**src/rtl/icr_pkg.sv**
```systemverilog
`default_nettype none
package icr_pkg;
    // register addresses carried in bits 13:9 of the command
    localparam logic [4:0] REG_REGULATOR_ADDR = 5'h05;
    localparam logic [4:0] REG_WATCHDOG_ADDR  = 5'h06;
    // command operation field, bits 15:14
    localparam logic [1:0] CMD_OP_READ        = 2'h0;
    localparam logic [1:0] CMD_OP_WRITE       = 2'h1;
    // power-on defaults
    localparam logic [7:0] REGULATOR_RESET    = 8'h80;
    localparam logic [7:0] WATCHDOG_RESET     = 8'h42;
    // supply undervoltage action codes
    localparam logic [1:0] UV_RST_HIGH_A      = 2'h0;
    localparam logic [1:0] UV_IRQ_HIGH_RST_LOW = 2'h1;
    localparam logic [1:0] UV_RST_LOW         = 2'h2;
    // timing: clock rate and the printed times
    localparam int unsigned SYS_CLK_MHZ       = 25;
    localparam int unsigned RST_LEN_00_MS     = 1;
    localparam int unsigned RST_LEN_01_MS     = 5;
    localparam int unsigned RST_LEN_10_MS     = 10;
    localparam int unsigned RST_LEN_11_MS     = 20;
    localparam int unsigned CYCLIC_00_US      = 200;
    localparam int unsigned CYCLIC_01_US      = 400;
    localparam int unsigned CYCLIC_10_US      = 800;
    localparam int unsigned CYCLIC_11_US      = 1600;
    localparam int unsigned TIMER_W           = 20;
    // one 16-bit command frame, msb first
    typedef struct packed {
        logic [1:0] op;
        logic [4:0] addr;
        logic       parity;
        logic [7:0] data;
    } icr_command_type;
    // regulator set-up register layout
    typedef struct packed {
        logic       io1_sync;
        logic [1:0] supply_undervoltage_select;
        logic [1:0] reset_pulse_length;
        logic       aux_voltage_select;
        logic [1:0] cyclic_on_time;
    } icr_regulator_type;
    // watchdog set-up register layout
    typedef struct packed {
        logic       irq_read_deadline_enable;
        logic       supply_overcurrent_monitor;
        logic       overcurrent_timer_select;
        logic       watchdog_failsafe;
        logic [1:0] watchdog_host_mode;
        logic       watchdog_window_select;
        logic       crank;
    } icr_watchdog_type;
endpackage
`default_nettype wire

```
**src/rtl/icr_spi_rx.sv**
```systemverilog
`default_nettype none
// spi slave, mode 0, msb first, 16-bit frames
module icr_spi_rx (
    input  wire logic        i_sys_clk,     // system clock
    input  wire logic        i_rst_n,       // synchronous reset
    input  wire logic        i_sclk,        // spi clock pin
    input  wire logic        i_cs_n,        // spi select pin, active low
    input  wire logic        i_mosi,        // spi data in pin
    input  wire logic [15:0] i_response,    // word shifted out in the next frame
    output logic             o_miso,        // spi data out
    output logic             o_frame_valid, // one-cycle pulse, full frame received
    output logic [15:0]      o_frame        // received word
);
    logic [2:0]  sclk_sync_q;
    logic [2:0]  cs_sync_q;
    logic [1:0]  mosi_sync_q;
    logic [15:0] shift_in_q;
    logic [15:0] shift_out_q;
    logic [4:0]  count_q;
    logic        valid_q;
    wire         sclk_rise = sclk_sync_q[1] & ~sclk_sync_q[2];
    wire         sclk_fall = ~sclk_sync_q[1] & sclk_sync_q[2];
    wire         cs_fall   = ~cs_sync_q[1] & cs_sync_q[2];
    wire         cs_rise   = cs_sync_q[1] & ~cs_sync_q[2];
    wire         selected  = ~cs_sync_q[1];

    // pin synchronisers, extra stage for edge detection
    always_ff @(posedge i_sys_clk) begin
        if (!i_rst_n) begin
            sclk_sync_q <= 3'h0;
            cs_sync_q   <= 3'h7;
            mosi_sync_q <= 2'h0;
        end else begin
            sclk_sync_q <= {sclk_sync_q[1:0], i_sclk};
            cs_sync_q   <= {cs_sync_q[1:0], i_cs_n};
            mosi_sync_q <= {mosi_sync_q[0], i_mosi};
        end
    end

    // shift in on rising sclk, out on falling sclk
    always_ff @(posedge i_sys_clk) begin
        if (!i_rst_n) begin
            shift_in_q  <= 16'h0000;
            shift_out_q <= 16'h0000;
            count_q     <= 5'h00;
            valid_q     <= 1'b0;
        end else begin
            valid_q <= cs_rise && count_q == 5'h10;
            if (cs_fall) begin
                shift_out_q <= i_response;
                count_q     <= 5'h00;
            end else if (selected && sclk_rise) begin
                shift_in_q <= {shift_in_q[14:0], mosi_sync_q[1]};
                if (count_q != 5'h1f) begin
                    count_q <= count_q + 5'h01;
                end
            end else if (selected && sclk_fall) begin
                shift_out_q <= {shift_out_q[14:0], 1'b0};
            end
        end
    end

    assign o_miso        = shift_out_q[15];
    assign o_frame_valid = valid_q;
    assign o_frame       = shift_in_q;
endmodule
`default_nettype wire

```
**src/rtl/icr_config_regs.sv**
```systemverilog
// Operation
// - set-up registers accept writes only during the initialization phase
// - address 0_0101 in first byte selects regulator set-up, data second byte
// - bit 7: 0 senses I/O-1 anytime, 1 only during I/O-0 cyclic activation
// - bits 6:5: 00/11 reset 0.9, 10 reset 0.7, 01 irq 0.9 plus reset 0.7
// - bits 4:3 set reset low time after supply recovers: 1, 5, 10, 20 ms
// - bit 2 selects auxiliary regulator 3.3 V when clear, 5.0 V when set
// - bits 1:0 set I/O-0 cyclic on-time 200, 400, 800, 1600 us
// - address 0_0110 selects watchdog set-up register with its seven fields
`default_nettype none
module icr_config_regs #(
    parameter logic [19:0] P_RST_00_CYC = 20'(icr_pkg::RST_LEN_00_MS * 1000 * icr_pkg::SYS_CLK_MHZ),
    parameter logic [19:0] P_RST_01_CYC = 20'(icr_pkg::RST_LEN_01_MS * 1000 * icr_pkg::SYS_CLK_MHZ),
    parameter logic [19:0] P_RST_10_CYC = 20'(icr_pkg::RST_LEN_10_MS * 1000 * icr_pkg::SYS_CLK_MHZ),
    parameter logic [19:0] P_RST_11_CYC = 20'(icr_pkg::RST_LEN_11_MS * 1000 * icr_pkg::SYS_CLK_MHZ),
    parameter logic [19:0] P_CYC_00_CYC = 20'(icr_pkg::CYCLIC_00_US * icr_pkg::SYS_CLK_MHZ),
    parameter logic [19:0] P_CYC_01_CYC = 20'(icr_pkg::CYCLIC_01_US * icr_pkg::SYS_CLK_MHZ),
    parameter logic [19:0] P_CYC_10_CYC = 20'(icr_pkg::CYCLIC_10_US * icr_pkg::SYS_CLK_MHZ),
    parameter logic [19:0] P_CYC_11_CYC = 20'(icr_pkg::CYCLIC_11_US * icr_pkg::SYS_CLK_MHZ)
) (
    input  wire logic                     i_sys_clk,        // 25 MHz system clock
    input  wire logic                     i_rst_n,          // power-on reset, sync, low
    input  wire logic                     i_sclk,           // spi clock pin
    input  wire logic                     i_cs_n,           // spi select pin, low
    input  wire logic                     i_mosi,           // spi data in pin
    output logic                          o_miso,           // spi data out pin
    input  wire logic                     i_init_phase,     // device is in init phase
    input  wire logic                     i_parity_enable,  // odd parity check on
    input  wire logic                     i_vdd_above_high, // supply above 0.9 comparator
    input  wire logic                     i_vdd_above_low,  // supply above 0.7 comparator
    output icr_pkg::icr_regulator_type    o_regulator,      // regulator set-up contents
    output icr_pkg::icr_watchdog_type     o_watchdog,       // watchdog set-up contents
    output logic                          o_io1_sync_only,  // sense I/O-1 during I/O-0 only
    output logic                          o_aux_5v,         // aux regulator at 5.0 V
    output logic [icr_pkg::TIMER_W-1:0]   o_cyclic_on_cycles, // I/O-0 on-time in cycles
    output logic                          o_reset_n,        // reset output, low active
    output logic                          o_uv_irq,         // undervoltage warning level
    output logic                          o_write_rejected  // pulse, write dropped
);
    typedef enum logic [1:0] {ST_HOLD, ST_STRETCH, ST_RUN} icr_reset_state_type;

    icr_pkg::icr_regulator_type regulator_q;
    icr_pkg::icr_watchdog_type  watchdog_q;
    icr_pkg::icr_command_type   cmd;
    icr_reset_state_type        state_q;
    icr_reset_state_type        state_d;
    logic [19:0]                timer_q;
    logic [19:0]                timer_d;
    logic [19:0]                cyclic_q;
    logic [15:0]                response_q;
    logic [15:0]                frame;
    logic                       frame_valid;
    logic                       reject_q;
    logic                       reset_out_q;
    logic                       uv_irq_q;
    logic [1:0]                 high_sync_q;
    logic [1:0]                 low_sync_q;

    // serial command port
    icr_spi_rx icr_spi_rx_i (
        .i_sys_clk     (i_sys_clk),
        .i_rst_n       (i_rst_n),
        .i_sclk        (i_sclk),
        .i_cs_n        (i_cs_n),
        .i_mosi        (i_mosi),
        .i_response    (response_q),
        .o_miso        (o_miso),
        .o_frame_valid (frame_valid),
        .o_frame       (frame)
    );

    // command decode; parity ignored when disabled, host keeps it zero
    assign cmd = frame;
    wire parity_ok  = !i_parity_enable || (^frame);
    wire is_write   = frame_valid && cmd.op == icr_pkg::CMD_OP_WRITE && parity_ok;
    wire is_read    = frame_valid && cmd.op == icr_pkg::CMD_OP_READ && parity_ok;
    wire hit_reg    = cmd.addr == icr_pkg::REG_REGULATOR_ADDR;
    wire hit_wd     = cmd.addr == icr_pkg::REG_WATCHDOG_ADDR;
    wire wr_reg     = is_write && hit_reg && i_init_phase;
    wire wr_wd      = is_write && hit_wd && i_init_phase;
    wire wr_dropped = is_write && (hit_reg || hit_wd) && !i_init_phase;
    wire [7:0] read_data = hit_reg ? regulator_q : (hit_wd ? watchdog_q : 8'h00);

    // configuration storage, defaults on power-on reset
    always_ff @(posedge i_sys_clk) begin
        if (!i_rst_n) begin
            regulator_q <= icr_pkg::REGULATOR_RESET;
            watchdog_q  <= icr_pkg::WATCHDOG_RESET;
            response_q  <= 16'h0000;
            reject_q    <= 1'b0;
        end else begin
            if (wr_reg) begin
                regulator_q <= cmd.data;
            end
            if (wr_wd) begin
                watchdog_q <= cmd.data;
            end
            if (is_read) begin
                response_q <= {8'h00, read_data};
            end
            reject_q <= wr_dropped;
        end
    end

    // supply comparators come from analog, two flip-flops each
    always_ff @(posedge i_sys_clk) begin
        if (!i_rst_n) begin
            high_sync_q <= 2'h0;
            low_sync_q  <= 2'h0;
        end else begin
            high_sync_q <= {high_sync_q[0], i_vdd_above_high};
            low_sync_q  <= {low_sync_q[0], i_vdd_above_low};
        end
    end

    // threshold selection by undervoltage action
    wire [1:0] uv_sel     = regulator_q.supply_undervoltage_select;
    wire       rst_at_low = uv_sel == icr_pkg::UV_IRQ_HIGH_RST_LOW ||
                            uv_sel == icr_pkg::UV_RST_LOW;
    wire       supply_ok  = rst_at_low ? low_sync_q[1] : high_sync_q[1];
    wire       uv_warn    = uv_sel == icr_pkg::UV_IRQ_HIGH_RST_LOW &&
                            !high_sync_q[1];

    // reset stretch length selection
    wire [19:0] stretch_cyc =
        regulator_q.reset_pulse_length == 2'h0 ? P_RST_00_CYC :
        regulator_q.reset_pulse_length == 2'h1 ? P_RST_01_CYC :
        regulator_q.reset_pulse_length == 2'h2 ? P_RST_10_CYC : P_RST_11_CYC;

    // cyclic sense on-time selection
    wire [19:0] cyclic_cyc =
        regulator_q.cyclic_on_time == 2'h0 ? P_CYC_00_CYC :
        regulator_q.cyclic_on_time == 2'h1 ? P_CYC_01_CYC :
        regulator_q.cyclic_on_time == 2'h2 ? P_CYC_10_CYC : P_CYC_11_CYC;

    // reset output sequencer
    always_comb begin
        state_d = state_q;
        timer_d = timer_q;
        unique case (state_q)
            ST_HOLD: begin
                if (supply_ok) begin
                    state_d = ST_STRETCH;
                    timer_d = stretch_cyc - 20'h0_0001;
                end
            end
            ST_STRETCH: begin
                if (!supply_ok) begin
                    state_d = ST_HOLD;
                end else if (timer_q == 20'h0_0000) begin
                    state_d = ST_RUN;
                end else begin
                    timer_d = timer_q - 20'h0_0001;
                end
            end
            ST_RUN: begin
                if (!supply_ok) begin
                    state_d = ST_HOLD;
                end
            end
        endcase
    end

    // sequencer and output registers
    always_ff @(posedge i_sys_clk) begin
        if (!i_rst_n) begin
            state_q     <= ST_HOLD;
            timer_q     <= 20'h0_0000;
            reset_out_q <= 1'b0;
            uv_irq_q    <= 1'b0;
            cyclic_q    <= 20'h0_0000;
        end else begin
            state_q     <= state_d;
            timer_q     <= timer_d;
            reset_out_q <= state_d == ST_RUN;
            uv_irq_q    <= uv_warn;
            cyclic_q    <= cyclic_cyc;
        end
    end

    assign o_regulator        = regulator_q;
    assign o_watchdog         = watchdog_q;
    assign o_io1_sync_only    = regulator_q.io1_sync;
    assign o_aux_5v           = regulator_q.aux_voltage_select;
    assign o_cyclic_on_cycles = cyclic_q;
    assign o_reset_n          = reset_out_q;
    assign o_uv_irq           = uv_irq_q;
    assign o_write_rejected   = reject_q;
endmodule
`default_nettype wire

```
**config.mk**
```make
export PLATFORM = sky130hd
export DESIGN_NAME = icr_config_regs
export DESIGN_NICKNAME = d
export VERILOG_FILES = /design/src/rtl/icr_pkg.sv /design/src/rtl/icr_spi_rx.sv /design/src/rtl/icr_config_regs.sv
export SDC_FILE = /design/constraint.sdc
export NUM_CORES = 1
export LEC_CHECK = 0
export ABC_AREA = 1
export BUFFER_PORTS_ARGS = -buffer_cell sky130_fd_sc_hd__buf_2
export CORE_MARGIN = 4
export CORE_UTILIZATION = 64
export DETAILED_ROUTE_END_ITERATION = 8
export PLACE_DENSITY_LB_ADDON = 0.12
export SLEW_MARGIN = 25
export SYNTH_ARGS = -nofsm -noshare
export SYNTH_HDL_FRONTEND = slang
export SYNTH_SLANG_ARGS = --single-unit
```
**constraint.sdc**
```tcl
create_clock -name i_sys_clk -period 5.4 [get_ports i_sys_clk]
set_input_delay 0.81 -clock i_sys_clk [delete_from_list [all_inputs] [get_ports i_sys_clk]]
set_output_delay 0.81 -clock i_sys_clk [all_outputs]
set_load 0.02 [all_outputs]
```
After elaboration in Yosys (flattened, before gate mapping)
Cells that the tools add are included.
- add/subtract/negate cells: 3
- multipliers: 0
- divide/modulo/power cells: 0
- $lt $le $gt $ge: 0
- equality and inequality tests: 18
- shift-type cells: 0
- muxes and demuxes: 21
- bitwise gates (word level): 10
- reductions and logical operators: 35
- operators with widths (cell ; count):
    $mux 16 ; 4
    $mux 20 ; 3
    $mux 19 ; 3
    $pmux 20 s2 ; 1
    $logic_not 20->1 ; 1
    $sub 19x1->20 const B ; 1
    $sub 20x1->20 const B ; 1
    $mux 8 ; 2
    $reduce_xor 16->1 ; 1
    $logic_and 1x1->1 ; 14
    $mux 14 ; 1
    $mux 13 ; 1
    $eq 2x1->1 const B ; 5
    $eq 2x2->1 const B ; 5
    $eq 5x3->1 const B ; 2
    $logic_not 2->1 ; 4
    $mux 2 ; 4
    $ne 2x2->1 const B ; 3
    $not 1->1 ; 6
    $pmux 2 s3 ; 1
    $reduce_and 2->1 ; 3
    $add 5x1->5 const B ; 1
    $eq 5x5->1 const B ; 1
    $ne 5x5->1 const B ; 1
    other kinds (9) ; 18
- register bits after elaboration: 115
- latch bits: 0
- memory bits (writable): 0
- memory bits (read-only): 0
- input port bits: 9
- memories kept: 0

Longest topological paths before layout
Gate-level depths: netlist of the first run.
- word-level depth: 7
- gate-level depth with buffers: 16
- depth with buffers taken out: 15

Modules after synthesis
Synthesis of the first run repeated with hierarchy kept, for this count alone.
- cells, all modules: 862
- area total of the unflattened synthesis: 5910.7 µm²
- modules (own cells, without submodules) (module ; times used ; cells an instance ; area an instance (µm²) ; sequential area each (µm²)):
    icr_config_regs ; 1 ; 603 ; 3912.5 ; 1241.2
    icr_spi_rx ; 1 ; 259 ; 1998.2 ; 920.9

Least setup slack after synthesis of the first run
Ideal clock, no wire load.
- kind: register to register
- start point: register regulator_q, in the netlist o_regulator[4]
- end point: register timer_q[16]
- library setup time: 0.109 ns
- arrival: 1.887 ns
- data required time: 5.291 ns
- path slack: 3.404 ns
- cell stages (with the launch flop): 12
- path buffers: 0
- period minus slack after synthesis: 1.996 ns
- path through: dfxtp_1 > inv_1 > ha_1 > nor2_1 > a21oi_1 > a21oi_1 > nor3b_1 > nand3_1 > nand2_1 > nand3_1 > nand2_1 > inv_1
- word-level cells in the longest chain between the ends: 7
- elaborated cells on any way between the ends: 9
- RTL lines (item ; line ; text):
    from (decl) ; icr_config_regs.sv:42 ; icr_pkg::icr_regulator_type regulator_q;
    from (signal assigned) ; icr_config_regs.sv:87 ; regulator_q <= icr_pkg::REGULATOR_RESET;
    from (signal assigned) ; icr_config_regs.sv:93 ; regulator_q <= cmd.data;
    $eq 2x2->1 ; icr_config_regs.sv:128 ; regulator_q.reset_pulse_length == 2'h2 ? P_RST_10_CYC : P_RST_11_CYC;
    $mux 19 ; icr_config_regs.sv:128 ;
    $mux 19 ; icr_config_regs.sv:127 ; regulator_q.reset_pulse_length == 2'h1 ? P_RST_01_CYC :
    $mux 19 * ; icr_config_regs.sv:126 ; regulator_q.reset_pulse_length == 2'h0 ? P_RST_00_CYC :
    $sub 19x1->20 * ; icr_config_regs.sv:144 ; timer_d = stretch_cyc - 20'h0_0001;
    $mux 20 * ; icr_config_regs.sv:142 ; if (supply_ok) begin
    $pmux 20 s2 * ; icr_config_regs.sv:140 ; unique case (state_q)
    to (signal assigned) ; icr_config_regs.sv:174 ; timer_q <= timer_d;
    to (decl) ; icr_config_regs.sv:47 ; logic [19:0] timer_q;
Mark *: on every way between the ends. The rest lies on a longest branch, timed or not. The select of a mux whose other input is x is not followed.
A chain may end at the register's enable or synchronous reset.

Worst setup path after layout of the first run
- start point: register state_q[1]
- end point: register timer_q[16]
- word-level cells in the longest chain between the ends: 3
- elaborated cells on any way between the ends: 8
- RTL lines (item ; line ; text):
    from (decl) ; icr_config_regs.sv:45 ; icr_reset_state_type state_q;
    from (signal assigned) ; icr_config_regs.sv:173 ; state_q <= state_d;
    $eq 2x1->1 / $logic_not 2->1 (equally long branches) ; icr_config_regs.sv:140 ;
    $ne 2x2->1 (no line) / $reduce_bool 2->1 (equally long branches) ; n/a ;
    $reduce_and 4->1 (no line) ; n/a ;
Several ways; a longest one is shown, not always the timed one.

==> impl_metrics.tcl, run 1 <==
set metrics [dict create \
    outcome "finished clean" \
    drv_slew 0 \
    globalplace.congestion 0.997 \
    power_per_cell_area_nw_per_um2 243 \
    io_buffer_count 43 \
    floorplan.die.height_um 101 \
    number_of_flops_mapped_to_enable_cells_by_yosys 0 \
    grt_pass1_vias 4571 \
    met2WireLength_um 5640 \
    fmax_mhz 387 \
    dp_cells 908 \
    dr.max_layer_used "met4" \
    syn_to_final_growth_pct 5.80 \
    row_count 33 \
    synthesis.area_per_instance_um2 6.94 \
    fillers 701 \
    cts_inserted_buffers 9 \
    cap_violations 0 \
    path_cells "inv_1, ha_1, inv_4, nand2_2, o21ai_0, nor2_1, nand2_1, nor3b_1, nand3_1, nand2_1, nand3_1, nand2_1, inv_1" \
    maxSlewHeadroom_pct 45.9 \
    timing.final.crit_period_ns 2.59 \
    cts_tree "done" \
    count_of_final_hold_check_violations 0 \
    floorplan.initialDensity_pct 66.6 \
    yosys_warnings 0 \
    gr-usage-all-layers_pct 24.7 \
    vias 4922 \
    gr-total-overflow 0 \
    critPathMaxStageDelay_ns 0.58 \
    post_synthesis_cell_count 796 \
    crit_slowest_cell "sky130_fd_sc_hd__ha_1" \
    cts-resized-gates 0 \
    post_cts_buffers 0 \
    net_count_of_the_finished_layout 845 \
    grt_max_degree 61 \
    detail_route.first_pass.iterations 5 \
    floorplan.die_area_um2 10200 \
    synthesized_flop_and_latch_total 108 \
    io-pin-count 51 \
    async_flop_share_pct 0 \
    rsz0062_at_grt "false" \
    synth.cells.most_frequent "212 x sky130_fd_sc_hd__nand2_1, 108 x sky130_fd_sc_hd__dfxtp_1, 102 x sky130_fd_sc_hd__inv_1" \
    cts-htree-levels 3 \
    critical_path.endpoint_type "register" \
    critical_path_required_ns 5.69 \
    worstSkewPairLatency_ns 0.38 \
    master_cell_of_the_clock_root_buffer "sky130_fd_sc_hd__clkbuf_8" \
    area_of_the_core_region_um2 8300 \
    static-leakage-power_nw 2.72 \
    final.setup_skew_ns 0.0151 \
    synthDistinctLibCells 44 \
    clock_tree.buffer_depth 2 \
    synth.top_cell.area_share_pct 39.1 \
    clock_transition_at_the_register_clock_pins_on_the_worst_setup_and_hold_paths_after_cts_ns 0.10 \
    cts_sinks 108 \
    drt-met1-wl_um 5610 \
    cts.hold.buffers_added 0 \
    synthTopCellsByArea "sky130_fd_sc_hd__dfxtp_1 39%, sky130_fd_sc_hd__nand2_1 14%, sky130_fd_sc_hd__inv_1 6.9%" \
    drt-wirelength-per-cell_um 13.2 \
    timing.critical_path.from_type "register" \
    place_hpwl_um 8900 \
    share_of_the_clock_period_used_by_the_worst_path_pct 47.9 \
    viasPerCell 5.33 \
    drt_wirelength_um 12200 \
    grt_first_pass_wirelength_um 20400 \
    ant_nets 0 \
    worstMarginPinSlew_ns 0.803 \
    cp_max_fo 17 \
    most_used_cell_cp "sky130_fd_sc_hd__nand2_1" \
    fp.dieW_um 101 \
    worstHoldPathType "register to register" \
    crit_type "register to register" \
    drive_gt1_share_pct 10.0 \
    antenna_violations_before_repair 0 \
    setup_total_negative_slack_ns 0 \
    synth-seq-area-share_pct 39.1 \
    setup-violations-final 0 \
    drt_iter0_markers 303 \
    synth.cell_area_um2 5530 \
    yosys.cell_count.top_type "sky130_fd_sc_hd__nand2_1" \
    critPathArrivalTime_ns 2.88 \
    post-synth-top-area-cell "sky130_fd_sc_hd__dfxtp_1" \
    insertedDiodeCount 0 \
    ir_drop_uv 198 \
    route.met3.wl_um 706 \
    dominantRegCellSynth "sky130_fd_sc_hd__dfxtp_1" \
    fin_cells 924 \
    drc 0 \
]
[sequential cells by signal, indices dropped and copies added (netlist names), 2 cells and up]
register / count
high_sync_q: 2
icr_spi_rx_i.count_q: 5
icr_spi_rx_i.cs_sync_q: 3
icr_spi_rx_i.mosi_sync_q: 2
icr_spi_rx_i.o_frame: 16
icr_spi_rx_i.sclk_sync_q: 3
icr_spi_rx_i.shift_out_q: 16
low_sync_q: 2
o_cyclic_on_cycles: 9
o_regulator: 4
o_watchdog: 8
response_q: 8
state_q: 2
timer_q: 20
uv_sel: 2
[power breakdown]
part	switching, mW	internal, mW
Sequential	0.00932	0.813
Clock	0.293	0.192
Combinational	0.0803	0.0335
Total	0.382	1.04
[placed cells by master, fill, tap and decap left out, drive strengths merged]
cell type,Yosys,final
o21ai,53,53
a311oi,6,6
o22ai,3,3
nand3b,2,2
buf,27,45
a31oi,3,3
ha,22,22
or2,5,5
xor2,3,3
mux2i,1,1
clkbuf,17,10
nor3,7,7
nor2,87,87
nor4,4,4
and2,1,1
a21oi,57,57
clkinv,1,4
nand4,19,19
nand3,40,40
a211oi,1,1
inv,105,108
conb,1,7
nand2,216,216
o211ai,1,1
nor3b,2,2
xnor2,4,4
dfxtp,108,108
[per-stage QoR]
step | util, % | power, mW | setup WS (ns) | hold WS (ns) | area [µm²]
6_report | 70.4 | 1.42 | 2.81 | 0.422 | 5850
5_1_grt | 70.4 | 1.48 | 2.57 | 0.449 | 5850
4_1_cts | 70.4 | 1.43 | 2.88 | 0.425 | 5840
3_5_place_dp | 68.0 | 0.952 | 2.81 | 0.402 | 5640
3_3_place_gp | 68.0 | 0.949 | 2.89 | 0.395 | 5640
2_1_floorplan | - | 0.931 | 3.40 | 0.389 | 5550
[worst paths after layout]
check	startpoint	to	slack (ns)	cells past startpoint
setup / recovery	state_q[1]$_SDFF_PN0_	timer_q[16]$_SDFFE_PN0P_	2.81	13
hold / removal	low_sync_q[0]$_SDFF_PN0_	low_sync_q[1]$_SDFF_PN0_	0.42	2
setup reg to reg	state_q[1]$_SDFF_PN0_	timer_q[16]$_SDFFE_PN0P_	2.81	13
hold reg to reg	low_sync_q[0]$_SDFF_PN0_	low_sync_q[1]$_SDFF_PN0_	0.42	2
[logic make-up (layout without fill, tap and decap cells)]
kind of cell             Yosys count  count (layout)  share of synthesized area, %
AND/OR/NAND/NOR                  383             383                          30.4
buffers and inverters            150             167                          12.1
AO/OA/AOI/OAI                    124             124                          12.0
flip-flops                       108             108                          39.1
adder cells (fa/ha/maj)           22              22                          4.98
XOR/XNOR                           7               7                          1.11
other                              1               7                        0.0679
multiplexers                       1               1                         0.181
[critical path: cells and delay by family, from the launching register on]
family | cells | cell delay, ns
compound gates | 1 | 0.24
fa+ha+maj | 1 | 0.58
buf+inv | 3 | 0.29
flops | 1 | 0.34
simple gates | 8 | 1.04
[layer usage]
metal | up-vias | track usage (%)
met5 | - | 0
met4 | 0 | 7.06
met3 | 23 | 5.47
met2 | 134 | 40.5
met1 | 2219 | 32.7
li1 | 2546 | -
[area by class of cell]
| class | instances | area, µm² | share of cell area, % |
|---|---|---|---|
| Timing Repair Buffer | 45 | 230 | 3.94 |
| Sequential cell | 108 | 2160 | 37.0 |
| Tap cell | 105 | 131 | 2.25 |
| Clock inverter | 6 | 62.6 | 1.07 |
| Inverter | 106 | 400 | 6.85 |
| Clock buffer | 10 | 138 | 2.35 |
| Multi-Input combinational cell | 544 | 2720 | 46.6 |
(Power assumes the default switching activity.)
==> inputs of run 2 (changes only) <==
Settings changed: CORE_UTILIZATION 64 to 60.
Clock period 5.4 ns to 2.4 ns, I/O delays scaled along.
==> impl_metrics.tcl, run 2 (synthesis gave the netlist of run 1 again) <==
set metrics [dict create \
    cts-resized-gates 0 \
    cp_max_fo 10 \
    clock_transition_at_the_register_clock_pins_on_the_worst_setup_and_hold_paths_after_cts_ns 0.11 \
    net_count_of_the_finished_layout 858 \
    master_cell_of_the_clock_root_buffer "sky130_fd_sc_hd__clkbuf_8" \
    p_total_mw 3.20 \
    dp_cells 924 \
    gate_family_responsible_for_the_most_delay_along_the_worst_path "simple AND/OR/NAND/NOR gates" \
    most_used_cell_cp "sky130_fd_sc_hd__nand2_1" \
    drt_wirelength_um 12100 \
    insertedDiodeCount 0 \
    fp.dieW_um 104 \
    final.setup_skew_ns 0.0106 \
    timing.final.crit_period_ns 2.16 \
    hold_start "i_sclk" \
    drt_iter0_markers 211 \
    io-pin-count 51 \
    critPathLaunch "state_q[1]$_SDFF_PN0_" \
    grt_util_met3_pct 4.66 \
    hold_ws_ns 0.166 \
    timing.final.ws_setup_ns 0.244 \
    postLayoutCellArea_um2 5950 \
    io_buffer_count 43 \
    cts.hold.buffers_added 0 \
    cts_tree "done" \
    ant_nets 0 \
    globalRoute.busiestLayer "met2" \
    critPathArrivalTime_ns 2.43 \
    gr-usage-all-layers_pct 22.1 \
    post_cts_buffers 0 \
    path_cells "inv_1, ha_4, inv_4, nand2_2, o22ai_2, nand2_1, nor2_1, nand2_1, nor3_1, nand2_1, nand2_1, nand3_1, nand2_1, inv_1" \
    top_register "timer_q" \
    critical_path.endpoint_type "register" \
    share_of_the_clock_period_used_by_the_worst_path_pct 89.8 \
    maxSlewHeadroom_pct 63.3 \
    flip_flop_count_of_the_largest_register_all_copies_and_words_added 20 \
    fmax_mhz 464 \
    grt_first_pass_wirelength_um 20000 \
    gr-total-overflow 0 \
    antenna_violations_before_repair 0 \
    layout.cells.most_common_list "212 x sky130_fd_sc_hd__nand2_1, 108 x sky130_fd_sc_hd__dfxtp_1, 102 x sky130_fd_sc_hd__inv_1" \
    timing.critical_path.from_type "register" \
    place_area_um2 5740 \
    place_hpwl_um 9030 \
    timing.critical_path.buf_inv 3 \
    cts-htree-levels 3 \
    globalplace.congestion 0.941 \
    detail_route.first_pass.iterations 4 \
    crit_type "register to register" \
    drc 0 \
    syn_to_final_growth_pct 7.74 \
    critical_path_required_ns 2.68 \
    vias 4940 \
    fillers 784 \
    worstSkewPairLatency_ns 0.37 \
    crit_slowest_cell "sky130_fd_sc_hd__dfxtp_1" \
    critPathMaxStageDelay_ns 0.38 \
    count_of_final_hold_check_violations 0 \
    ir_drop_uv 407 \
    floorplan.initialDensity_pct 62.4 \
    area_of_the_core_region_um2 8850 \
    worstReg2RegStart "state_q[1]$_SDFF_PN0_" \
    floorplan.die.height_um 104 \
    worstHoldPathType "input pin to register" \
    most_common_cell_after_layout_fill_and_taps_aside "sky130_fd_sc_hd__nand2_1" \
    gr-usage-met2_pct 38.0 \
    setup_total_negative_slack_ns 0 \
    grt_pass1_vias 4455 \
    grt_max_degree 49 \
    finish.utilization_pct 67.3 \
    clock_tree.buffer_depth 2 \
    detailedPlace.worstSlack_ns 0.124 \
    rsz0062_at_grt "false" \
    cts_sinks 108 \
    drive_gt1_share_pct 11.5 \
    drv_slew 0 \
    cts_inserted_buffers 9 \
    worstMarginPinSlew_ns 0.545 \
    fin_cells 940 \
    drt-wirelength-per-cell_um 12.9 \
    outcome "finished clean" \
    row_count 34 \
    cap_violations 0 \
    grt_util_met1_pct 28.3 \
    floorplan.die_area_um2 10800 \
    viasPerCell 5.26 \
    setup-violations-final 0 \
    static-leakage-power_nw 2.77 \
    power_per_cell_area_nw_per_um2 537 \
]
run 2: changes by cell type in the layout (fill, tap and decap cells not counted), moves of 2 or more:
cell,before,now
sky130_fd_sc_hd__clkinv_4,2,0
sky130_fd_sc_hd__clkinvlp_4,0,3
sky130_fd_sc_hd__ha_1,22,20
sky130_fd_sc_hd__buf_4,2,15
run 2: worst reg2reg max path, stage by stage, from the launching register on:
cell and delay (ns):
sky130_fd_sc_hd__dfxtp_1 0.38, sky130_fd_sc_hd__inv_1 0.13, sky130_fd_sc_hd__ha_4 0.23, sky130_fd_sc_hd__inv_4 0.11, sky130_fd_sc_hd__nand2_2 0.09, sky130_fd_sc_hd__o22ai_2 0.17, sky130_fd_sc_hd__nand2_1 0.08, sky130_fd_sc_hd__nor2_1 0.15
sky130_fd_sc_hd__nand2_1 0.17, sky130_fd_sc_hd__nor3_1 0.24, sky130_fd_sc_hd__nand2_1 0.08, sky130_fd_sc_hd__nand2_1 0.07, sky130_fd_sc_hd__nand3_1 0.07, sky130_fd_sc_hd__nand2_1 0.07, sky130_fd_sc_hd__inv_1 0.04
run 2: area by class of cell:
type,count,area (µm²),share of cell area [%]
clock inverters,6,58.8,0.988
well taps,108,135,2.27
multi-input cells,544,2730,45.9
clock buffers,10,138,2.31
inverters,106,400,6.73
flip-flops and latches,108,2160,36.3
repair buffers,58,328,5.51
run 2: final timing paths:
kind	end	cells after the start	slack, ns
worst min register to register	o_uv_irq$_SDFF_PN0_	1	0.42
worst max-delay path	timer_q[13]$_SDFFE_PN0P_	14	0.24
worst max register to register	timer_q[13]$_SDFFE_PN0P_	14	0.24
worst min-delay path	icr_spi_rx_i.sclk_sync_q[0]$_SDFF_PN0_	3	0.17
run 2: per-layer routing:
layer | part of all wire, % | wire length [µm] | vias to the layer above
met5 | 0 | 0 | -
met4 | 1.3 | 152 | 0
met3 | 4.7 | 571 | 18
met2 | 48 | 5770 | 112
met1 | 46 | 5620 | 2232
li1 | - | - | 2578
run 2: report_power, final:
part,switching (mW),total [mW],internal [mW]
registers,0.0200,1.85,1.83
logic,0.180,0.265,0.0847
clock network,0.658,1.08,0.425
